===== src/logic/prt_pkg.sv =====
package prt_pkg;

// Overview of operation
// - Every peripheral register sits behind its own peripheral address.
// - Peripheral read copies the addressed register into the holding buffer.
// - Peripheral write loads the holding buffer into the addressed register.
// - Each register is read-write, write-only or read-only.
// - Reading a write-only register returns an undefined value.
// - Writing a read-only register leaves it unchanged.
// - Every transfer is either 8 or 16 bits wide.
// - Reads and writes of either width complete in one instruction time.
// - Surplus register bits are ignored on write, zero or undefined on read.
// - An 8-bit write ignores the upper byte of the holding buffer.
// - An 8-bit read leaves the holding buffer upper byte unchanged.
// - Per register, surplus read bits are always zero or always undefined.
// - Unmapped address reads undefined and writes change nothing.

  localparam int PRT_DATA_W = 16;
  localparam int PRT_ADDR_W = 7;
  localparam int PRT_BYTE_W = 8;
  localparam int PRT_NIB_W = 4;
  localparam int PRT_NUM_REGS = 4;

  typedef logic [PRT_DATA_W-1:0] prt_word_t;
  typedef logic [PRT_ADDR_W-1:0] prt_addr_t;

  localparam prt_word_t PRT_BYTE_MASK = 16'h00ff;
  localparam prt_word_t PRT_WORD_MASK = 16'hffff;
  localparam prt_word_t PRT_ZERO_WORD = 16'h0000;
  // Arbitrary stand-in pattern for undefined read data
  localparam prt_word_t PRT_UNDEF_FILL = 16'h5a5a;

  typedef enum logic [1:0] {
    PRT_ACC_RW = 2'h0,
    PRT_ACC_WO = 2'h1,
    PRT_ACC_RO = 2'h3
  } prt_access_e;

  typedef struct packed {
    prt_addr_t addr;
    prt_access_e access;
    prt_word_t valid_mask;
    logic surplus_zero;
    prt_word_t rst_value;
  } prt_reg_cfg_s;

  typedef struct packed {
    logic valid;
    logic peripheral_read_op;
    logic peripheral_write_op;
    logic wide;
    prt_addr_t addr;
  } prt_op_s;

  typedef struct packed {
    logic unmapped;
    logic class_violation;
    logic bad_op;
  } prt_status_s;

  typedef struct packed {
    logic was_write;
    logic wide;
    prt_addr_t addr;
  } prt_xfer_s;

  localparam prt_reg_cfg_s PRT_REG_TABLE [PRT_NUM_REGS] = '{
    '{addr: 7'h02, access: PRT_ACC_RW, valid_mask: 16'h007e,
      surplus_zero: 1'b1, rst_value: 16'h0000},
    '{addr: 7'h03, access: PRT_ACC_RW, valid_mask: 16'h00ff,
      surplus_zero: 1'b0, rst_value: 16'h0000},
    '{addr: 7'h10, access: PRT_ACC_WO, valid_mask: 16'hffff,
      surplus_zero: 1'b0, rst_value: 16'h0000},
    '{addr: 7'h11, access: PRT_ACC_RO, valid_mask: 16'h0fff,
      surplus_zero: 1'b1, rst_value: 16'h0000}
  };

endpackage


===== src/logic/prt_slot.sv =====
`timescale 1ns/1ns
module prt_slot #(
  parameter prt_pkg::prt_reg_cfg_s CFG = '0,
  parameter prt_pkg::prt_word_t UNDEF_FILL = prt_pkg::PRT_UNDEF_FILL
) (
  input wire logic clk,
  input wire logic sys_rst,
  input wire logic wr_en,
  input wire prt_pkg::prt_word_t wr_mask,
  input wire prt_pkg::prt_word_t wr_data,
  input wire prt_pkg::prt_word_t hw_data,
  output prt_pkg::prt_word_t value_q,
  output prt_pkg::prt_word_t rd_data
);

  prt_pkg::prt_word_t keep_mask;
  prt_pkg::prt_word_t raw;
  prt_pkg::prt_word_t fill;

  // Only valid bits inside the transfer width may change
  assign keep_mask = wr_mask & CFG.valid_mask;

  always_ff @(posedge clk)
  begin
    if (sys_rst)
    begin
      value_q <= CFG.rst_value & CFG.valid_mask;
    end
    else if (wr_en && (CFG.access != prt_pkg::PRT_ACC_RO))
    begin
      value_q <= (value_q & ~keep_mask) | (wr_data & keep_mask);
    end
  end

  always_comb
  begin
    case (CFG.access)
      prt_pkg::PRT_ACC_RW: raw = value_q;
      prt_pkg::PRT_ACC_RO: raw = hw_data;
      default: raw = UNDEF_FILL;
    endcase
    fill = CFG.surplus_zero ? prt_pkg::PRT_ZERO_WORD : UNDEF_FILL;
    rd_data = (raw & CFG.valid_mask) | (fill & ~CFG.valid_mask);
  end

endmodule


===== src/logic/prt_top.sv =====
`timescale 1ns/1ns
module prt_top #(
  parameter int NUM_REGS = prt_pkg::PRT_NUM_REGS,
  parameter prt_pkg::prt_reg_cfg_s REG_TABLE [NUM_REGS] =
    prt_pkg::PRT_REG_TABLE,
  parameter prt_pkg::prt_word_t UNDEF_FILL = prt_pkg::PRT_UNDEF_FILL
) (
  input wire logic clk,
  input wire logic sys_rst,
  input wire prt_pkg::prt_op_s op_req,
  input wire logic buf_load,
  input wire prt_pkg::prt_word_t buf_load_data,
  input wire logic [NUM_REGS-1:0][prt_pkg::PRT_DATA_W-1:0] periph_hw_data,
  output prt_pkg::prt_word_t holding_buffer,
  output logic [prt_pkg::PRT_NIB_W-1:0] holding_nibble_top,
  output logic [prt_pkg::PRT_NIB_W-1:0] holding_nibble_upper_mid,
  output logic op_done,
  output prt_pkg::prt_status_s op_status,
  output prt_pkg::prt_xfer_s last_xfer,
  output logic [NUM_REGS-1:0][prt_pkg::PRT_DATA_W-1:0] periph_reg_value,
  output logic [NUM_REGS-1:0] periph_wr_strobe,
  output logic [NUM_REGS-1:0] periph_rd_strobe
);

  localparam int NIB3_LO = 3 * prt_pkg::PRT_NIB_W;
  localparam int NIB2_LO = 2 * prt_pkg::PRT_NIB_W;

  prt_pkg::prt_word_t holding_buffer_q;
  prt_pkg::prt_word_t holding_buffer_d;
  logic op_done_q;
  prt_pkg::prt_status_s op_status_q;
  prt_pkg::prt_status_s op_status_d;
  prt_pkg::prt_xfer_s last_xfer_q;
  logic [NUM_REGS-1:0] wr_strobe_q;
  logic [NUM_REGS-1:0] rd_strobe_q;

  logic op_read;
  logic op_write;
  logic op_bad;
  prt_pkg::prt_word_t xfer_mask;
  logic [NUM_REGS-1:0] hit;
  logic [NUM_REGS-1:0] wr_en;
  logic [NUM_REGS-1:0] rd_en;
  logic [NUM_REGS-1:0] violation;
  prt_pkg::prt_word_t slot_rd [NUM_REGS];
  prt_pkg::prt_word_t rd_word;
  logic any_hit;
  logic any_violation;

  // Exactly one of the two operations must be requested
  assign op_read = op_req.valid && op_req.peripheral_read_op &&
                   !op_req.peripheral_write_op;
  assign op_write = op_req.valid && op_req.peripheral_write_op &&
                    !op_req.peripheral_read_op;
  assign op_bad = op_req.valid && (op_req.peripheral_read_op ==
                                   op_req.peripheral_write_op);

  // Narrow transfers touch only the low byte
  assign xfer_mask = op_req.wide ? prt_pkg::PRT_WORD_MASK
                                 : prt_pkg::PRT_BYTE_MASK;

  genvar gi;
  generate
    for (gi = 0; gi < NUM_REGS; gi++)
    begin : g_reg
      assign hit[gi] = (op_read || op_write) &&
                       (op_req.addr == REG_TABLE[gi].addr);
      assign wr_en[gi] = op_write && hit[gi];
      assign rd_en[gi] = op_read && hit[gi] &&
                         (REG_TABLE[gi].access != prt_pkg::PRT_ACC_WO);
      // Flags accesses outside the register's class
      assign violation[gi] = hit[gi] &&
        ((op_read && (REG_TABLE[gi].access == prt_pkg::PRT_ACC_WO)) ||
         (op_write && (REG_TABLE[gi].access == prt_pkg::PRT_ACC_RO)));

      prt_slot #(
        .CFG(REG_TABLE[gi]),
        .UNDEF_FILL(UNDEF_FILL)
      ) u_slot (
        .clk(clk),
        .sys_rst(sys_rst),
        .wr_en(wr_en[gi]),
        .wr_mask(xfer_mask),
        .wr_data(holding_buffer_q),
        .hw_data(periph_hw_data[gi]),
        .value_q(periph_reg_value[gi]),
        .rd_data(slot_rd[gi])
      );
    end
  endgenerate

  // Duplicate addresses in the table: highest index wins
  always_comb
  begin
    rd_word = UNDEF_FILL;
    any_hit = 1'b0;
    for (int i = 0; i < NUM_REGS; i++)
    begin
      if (hit[i])
      begin
        rd_word = slot_rd[i];
        any_hit = 1'b1;
      end
    end
    any_violation = |violation;
  end

  always_comb
  begin
    holding_buffer_d = holding_buffer_q;
    if (op_read)
    begin
      if (op_req.wide)
      begin
        holding_buffer_d = rd_word;
      end
      else
      begin
        holding_buffer_d = {
          holding_buffer_q[prt_pkg::PRT_DATA_W-1:prt_pkg::PRT_BYTE_W],
          rd_word[prt_pkg::PRT_BYTE_W-1:0]};
      end
    end
    else if (buf_load)
    begin
      // CPU loads lose to a same-cycle read, which also fills the buffer
      holding_buffer_d = buf_load_data;
    end
  end

  always_ff @(posedge clk)
  begin
    if (sys_rst)
    begin
      holding_buffer_q <= prt_pkg::PRT_ZERO_WORD;
    end
    else
    begin
      holding_buffer_q <= holding_buffer_d;
    end
  end

  // Every accepted operation finishes at the next edge
  always_ff @(posedge clk)
  begin
    if (sys_rst)
    begin
      op_done_q <= 1'b0;
    end
    else
    begin
      op_done_q <= op_read || op_write || op_bad;
    end
  end

  always_comb
  begin
    op_status_d = op_status_q;
    if (op_req.valid)
    begin
      op_status_d.unmapped = (op_read || op_write) && !any_hit;
      op_status_d.class_violation = any_violation;
      op_status_d.bad_op = op_bad;
    end
  end

  always_ff @(posedge clk)
  begin
    if (sys_rst)
    begin
      op_status_q <= '0;
    end
    else
    begin
      op_status_q <= op_status_d;
    end
  end

  always_ff @(posedge clk)
  begin
    if (sys_rst)
    begin
      last_xfer_q <= '0;
    end
    else if (op_read || op_write)
    begin
      last_xfer_q.was_write <= op_write;
      last_xfer_q.wide <= op_req.wide;
      last_xfer_q.addr <= op_req.addr;
    end
  end

  // Strobes let peripherals react to an access, e.g. clear on read
  always_ff @(posedge clk)
  begin
    if (sys_rst)
    begin
      wr_strobe_q <= '0;
      rd_strobe_q <= '0;
    end
    else
    begin
      for (int i = 0; i < NUM_REGS; i++)
      begin
        wr_strobe_q[i] <= wr_en[i] &&
          (REG_TABLE[i].access != prt_pkg::PRT_ACC_RO);
      end
      rd_strobe_q <= rd_en;
    end
  end

  assign holding_buffer = holding_buffer_q;
  assign holding_nibble_top = holding_buffer_q[NIB3_LO +: prt_pkg::PRT_NIB_W];
  assign holding_nibble_upper_mid =
    holding_buffer_q[NIB2_LO +: prt_pkg::PRT_NIB_W];
  assign op_done = op_done_q;
  assign op_status = op_status_q;
  assign last_xfer = last_xfer_q;
  assign periph_wr_strobe = wr_strobe_q;
  assign periph_rd_strobe = rd_strobe_q;

endmodule


===== config.mk =====
export PLATFORM = sky130hd
export DESIGN_NAME = prt_top
export DESIGN_NICKNAME = d
export VERILOG_FILES = /design/src/logic/prt_pkg.sv /design/src/logic/prt_slot.sv /design/src/logic/prt_top.sv
export SDC_FILE = /design/constraint.sdc
export NUM_CORES = 1
export LEC_CHECK = 0
export BUFFER_PORTS_ARGS = -buffer_cell sky130_fd_sc_hd__buf_4
export CORE_MARGIN = 4
export CORE_UTILIZATION = 45
export DETAILED_ROUTE_END_ITERATION = 10
export PLACE_DENSITY = 0.86
export SETUP_SLACK_MARGIN = 0.02
export SYNTH_ARGS = -nofsm -noshare
export SYNTH_HDL_FRONTEND = slang
export SYNTH_SLANG_ARGS = --single-unit

===== constraint.sdc =====
create_clock -name clk -period 3.1 [get_ports clk]
set_input_delay 0.155 -clock clk [delete_from_list [all_inputs] [get_ports clk]]
set_output_delay 0.155 -clock clk [all_outputs]
set_load 0.01 [all_outputs]

==> flow_summary.toml <==
[global_route]
antenna_found_initial = 0
grt_start_max_net_pins = 68
grt_usage_pct = 20.0
grt_overflow_total = 0
grt_pass1_vias = 2618
grt_pass1_wl_um = 13100

[synth]
ys_top_cells_by_count = "dfxtp_1 (65), nor2_1 (45), buf_4 (44)"
synthArstFlopShare_pct = 0
synthMuxAreaShare_pct = 13.3
yosysUniqueCellTypes = 42
synth_compound_area_share_pct = 13.2
synth_area_per_cell_sq_um = 9.32
synth_area_leaders = "dfxtp_1 (43%), mux2i_1 (13%), buf_4 (11%)"
yosys_warnings = 0
synth.most_common_cell = "dfxtp_1"
synthFlopType = "dfxtp_1"
synth_top_area_share_pct = 43.1
synth_edf_count = 0
synthSimpleGateAreaFrac_pct = 16.1
seq_area_frac_synth_pct = 43.1
synth_xor_area_share_pct = 0.539
postSynthCellCount = 324
ys_ff_latch = 65
yosysTopAreaCell = "dfxtp_1"
synth_fa_ha_area_share_pct = 0
synth_top_family_by_area = "simple AND/OR/NAND/NOR gates"
syn_area_sq_um = 3020

[critical_path]
reg2reg_depth = 3
crit_fanout = 9
reg2reg_from = "g_reg[1].u_slot.value_q[1]"
arrival_ns = 1.89
cp-start-kind = "input pin"
critPathRequiredTime_ns = 3.30
r2r-end = "holding_buffer[1]"
critPathKind = "input pin to register"
end_kind = "register"
r2r_slack_ns = 2.08

[cells_and_area]
final_nets = 515
final_layout_size_suffix_gt1_share_pct = 32.0
diodes = 0
syn_to_final_growth_pct = 28.9
nFillCells = 578

[pwr]
p_clk_share_pct = 38.8
leakage_nw = 2.00
ir_drop_mv = 0.345
p_per_area_nw_per_um2 = 474
total_power_w = 0.00185
sequentialPowerShare_pct = 47.9
p_sw_share_pct = 25.4
p_int_w = 0.00138
p_sw_w = 0.000468
combPwrFrac_pct = 13.2

[timing]
fin_crit_sh_pct = 54.3
fmax_mhz = 594
grt_setup_unrepaired = "no"
worst_pin_slew_ns = 0.662
finalSetupViolCount = 0
fin_setup_tns_ns = 0
finClkSkew_ns = 0.00702
finalMaxSlewViolations = 0
fin_crit_ns = 1.68
relSlewSlack_pct = 55.9
hold_viol = 0
layout_setup_ws_ns = 1.42

[die]
fp.dieArea_sq_um = 8080
initial_utilization_pct = 47.0
die_w_um = 89.9
io_pins = 203
num_rows = 29
core_sq_um = 6420
die_y_um = 89.9

[route]
drc = 0
drt_iter0_drc = 94
viasPerCell = 5.16
firstDrtPassIters = 4
vias = 2590
wl_per_cell_um = 16.3
antenna_left = 0
wirelength_um = 8200

[clock_network]
cts_buffers = 9
cts_resized = 0
postCtsHoldBufs = 0
htreeDepth = 3
clockBufferDepth = 2
cts_setup_buffers = 0
clock_tree.root_cell = "clkbuf_8"
worstSkewPairLatency_ns = 0.34
clk_pin_slew_ns = 0.07
cts_tree = "done"
clock-sinks = 65

[placed_design]
globalplace.congestion = 0.729
portBuffers = 114
pre_cts_ws_ns = 1.02
hpwl_um = 5880

[run]
max-cap-violations = 0

[hold_path]
hold_start = "buf_load_data[12]"
hold_class = "input pin to register"
holdPathStages = 3
whs_endpoint = "holding_buffer[12]"

[status]
status = "finished, final reports clean"
## stage by stage
stage / area (sq um) / utilization [%] / hold WS [ns] / instances
after detailed placement: 3700 / 57.5 / 0.428 / 487
after global routing: 3890 / 60.6 / 0.0903 / 502
after global placement: 3700 / 57.5 / 0.415 / 487
after CTS: 3890 / 60.6 / 0.0696 / 502
final: 3890 / 60.6 / 0.0854 / 502
after floorplan: 3150 / - / 0.300 / 359
## worst max-delay path by stage
stage / from / endpoint
3_3_place_gp: op_req[6] / g_reg[2].u_slot.value_q[3]
3_5_place_dp: op_req[6] / g_reg[2].u_slot.value_q[2]
5_1_grt: op_req[6] / g_reg[2].u_slot.value_q[7]
2_1_floorplan: op_req[8] / register
4_1_cts: op_req[6] / g_reg[2].u_slot.value_q[5]
6_report: op_req[6] / g_reg[2].u_slot.value_q[5]
## per-layer routing
metal / wire, um / up-vias / track usage (%)
met2: 4130 / 100 / 34.0
met4: 124 / 0 / 8.42
met1: 3420 / 1225 / 23.9
met5: 0 / - / 0
li1: - / 1253 / -
met3: 534 / 12 / 5.34
## kinds of logic (layout without fill, tap and decap cells)
family	after synthesis	after routing
AND/OR/NAND/NOR	96	96
AO/OA/AOI/OAI	57	57
multiplexers	40	40
XOR/XNOR	1	1
other	1	36
buffers and inverters	64	130
flip-flops	65	65
## power groups by stage
stage / sequential, W / combinational (W) / clock [W]
4_1_cts: 0.000883 / 0.000243 / 0.000736
5_1_grt: 0.000887 / 0.000266 / 0.000772
3_5_place_dp: 0.000902 / 0.000243 / 0
3_3_place_gp: 0.000900 / 0.000237 / 0
6_report: 0.000884 / 0.000244 / 0.000717
2_1_floorplan: 0.000909 / 0.000159 / 0
## final cells by class
type | count | area [sq um] | share of cell area, %
clock buffers | 12 | 155 | 3.99
clock inverters | 3 | 40.0 | 1.03
inverters | 1 | 3.75 | 0.0965
multi-input cells | 230 | 1440 | 37.0
flip-flops and latches | 65 | 1300 | 33.4
well taps | 77 | 96.3 | 2.48
repair buffers | 114 | 856 | 22.0
## cells in the final DEF (no fill, tap or decap), types with 2 or more instances in the layout
master,netlist,layout
o31ai_1,2,2
o21a_1,2,2
a32oi_1,6,6
a22oi_1,4,4
o2111ai_1,2,2
nor2_1,45,45
dfxtp_1,65,65
nor3b_1,2,2
mux2i_1,39,39
nand4_2,2,2
nand2b_1,3,3
a22o_1,2,2
or3_1,2,2
and3b_1,4,4
a211oi_1,9,9
buf_4,44,114
nand2_1,17,17
conb_1,1,36
clkinv_2,0,2
clkbuf_8,0,11
a221oi_1,4,4
o21ai_0,5,5
nand3_1,9,9
a21oi_1,16,16
nor2b_1,2,2
o2bb2ai_1,4,4
## critical path, cell delays in order
cell and delay, ns:
buf_4 0.12, nor4_4 0.57, nand3_1 0.64, mux2i_1 0.34, nor2_1 0.06
Note: power is estimated with default switching activity, not from simulation.
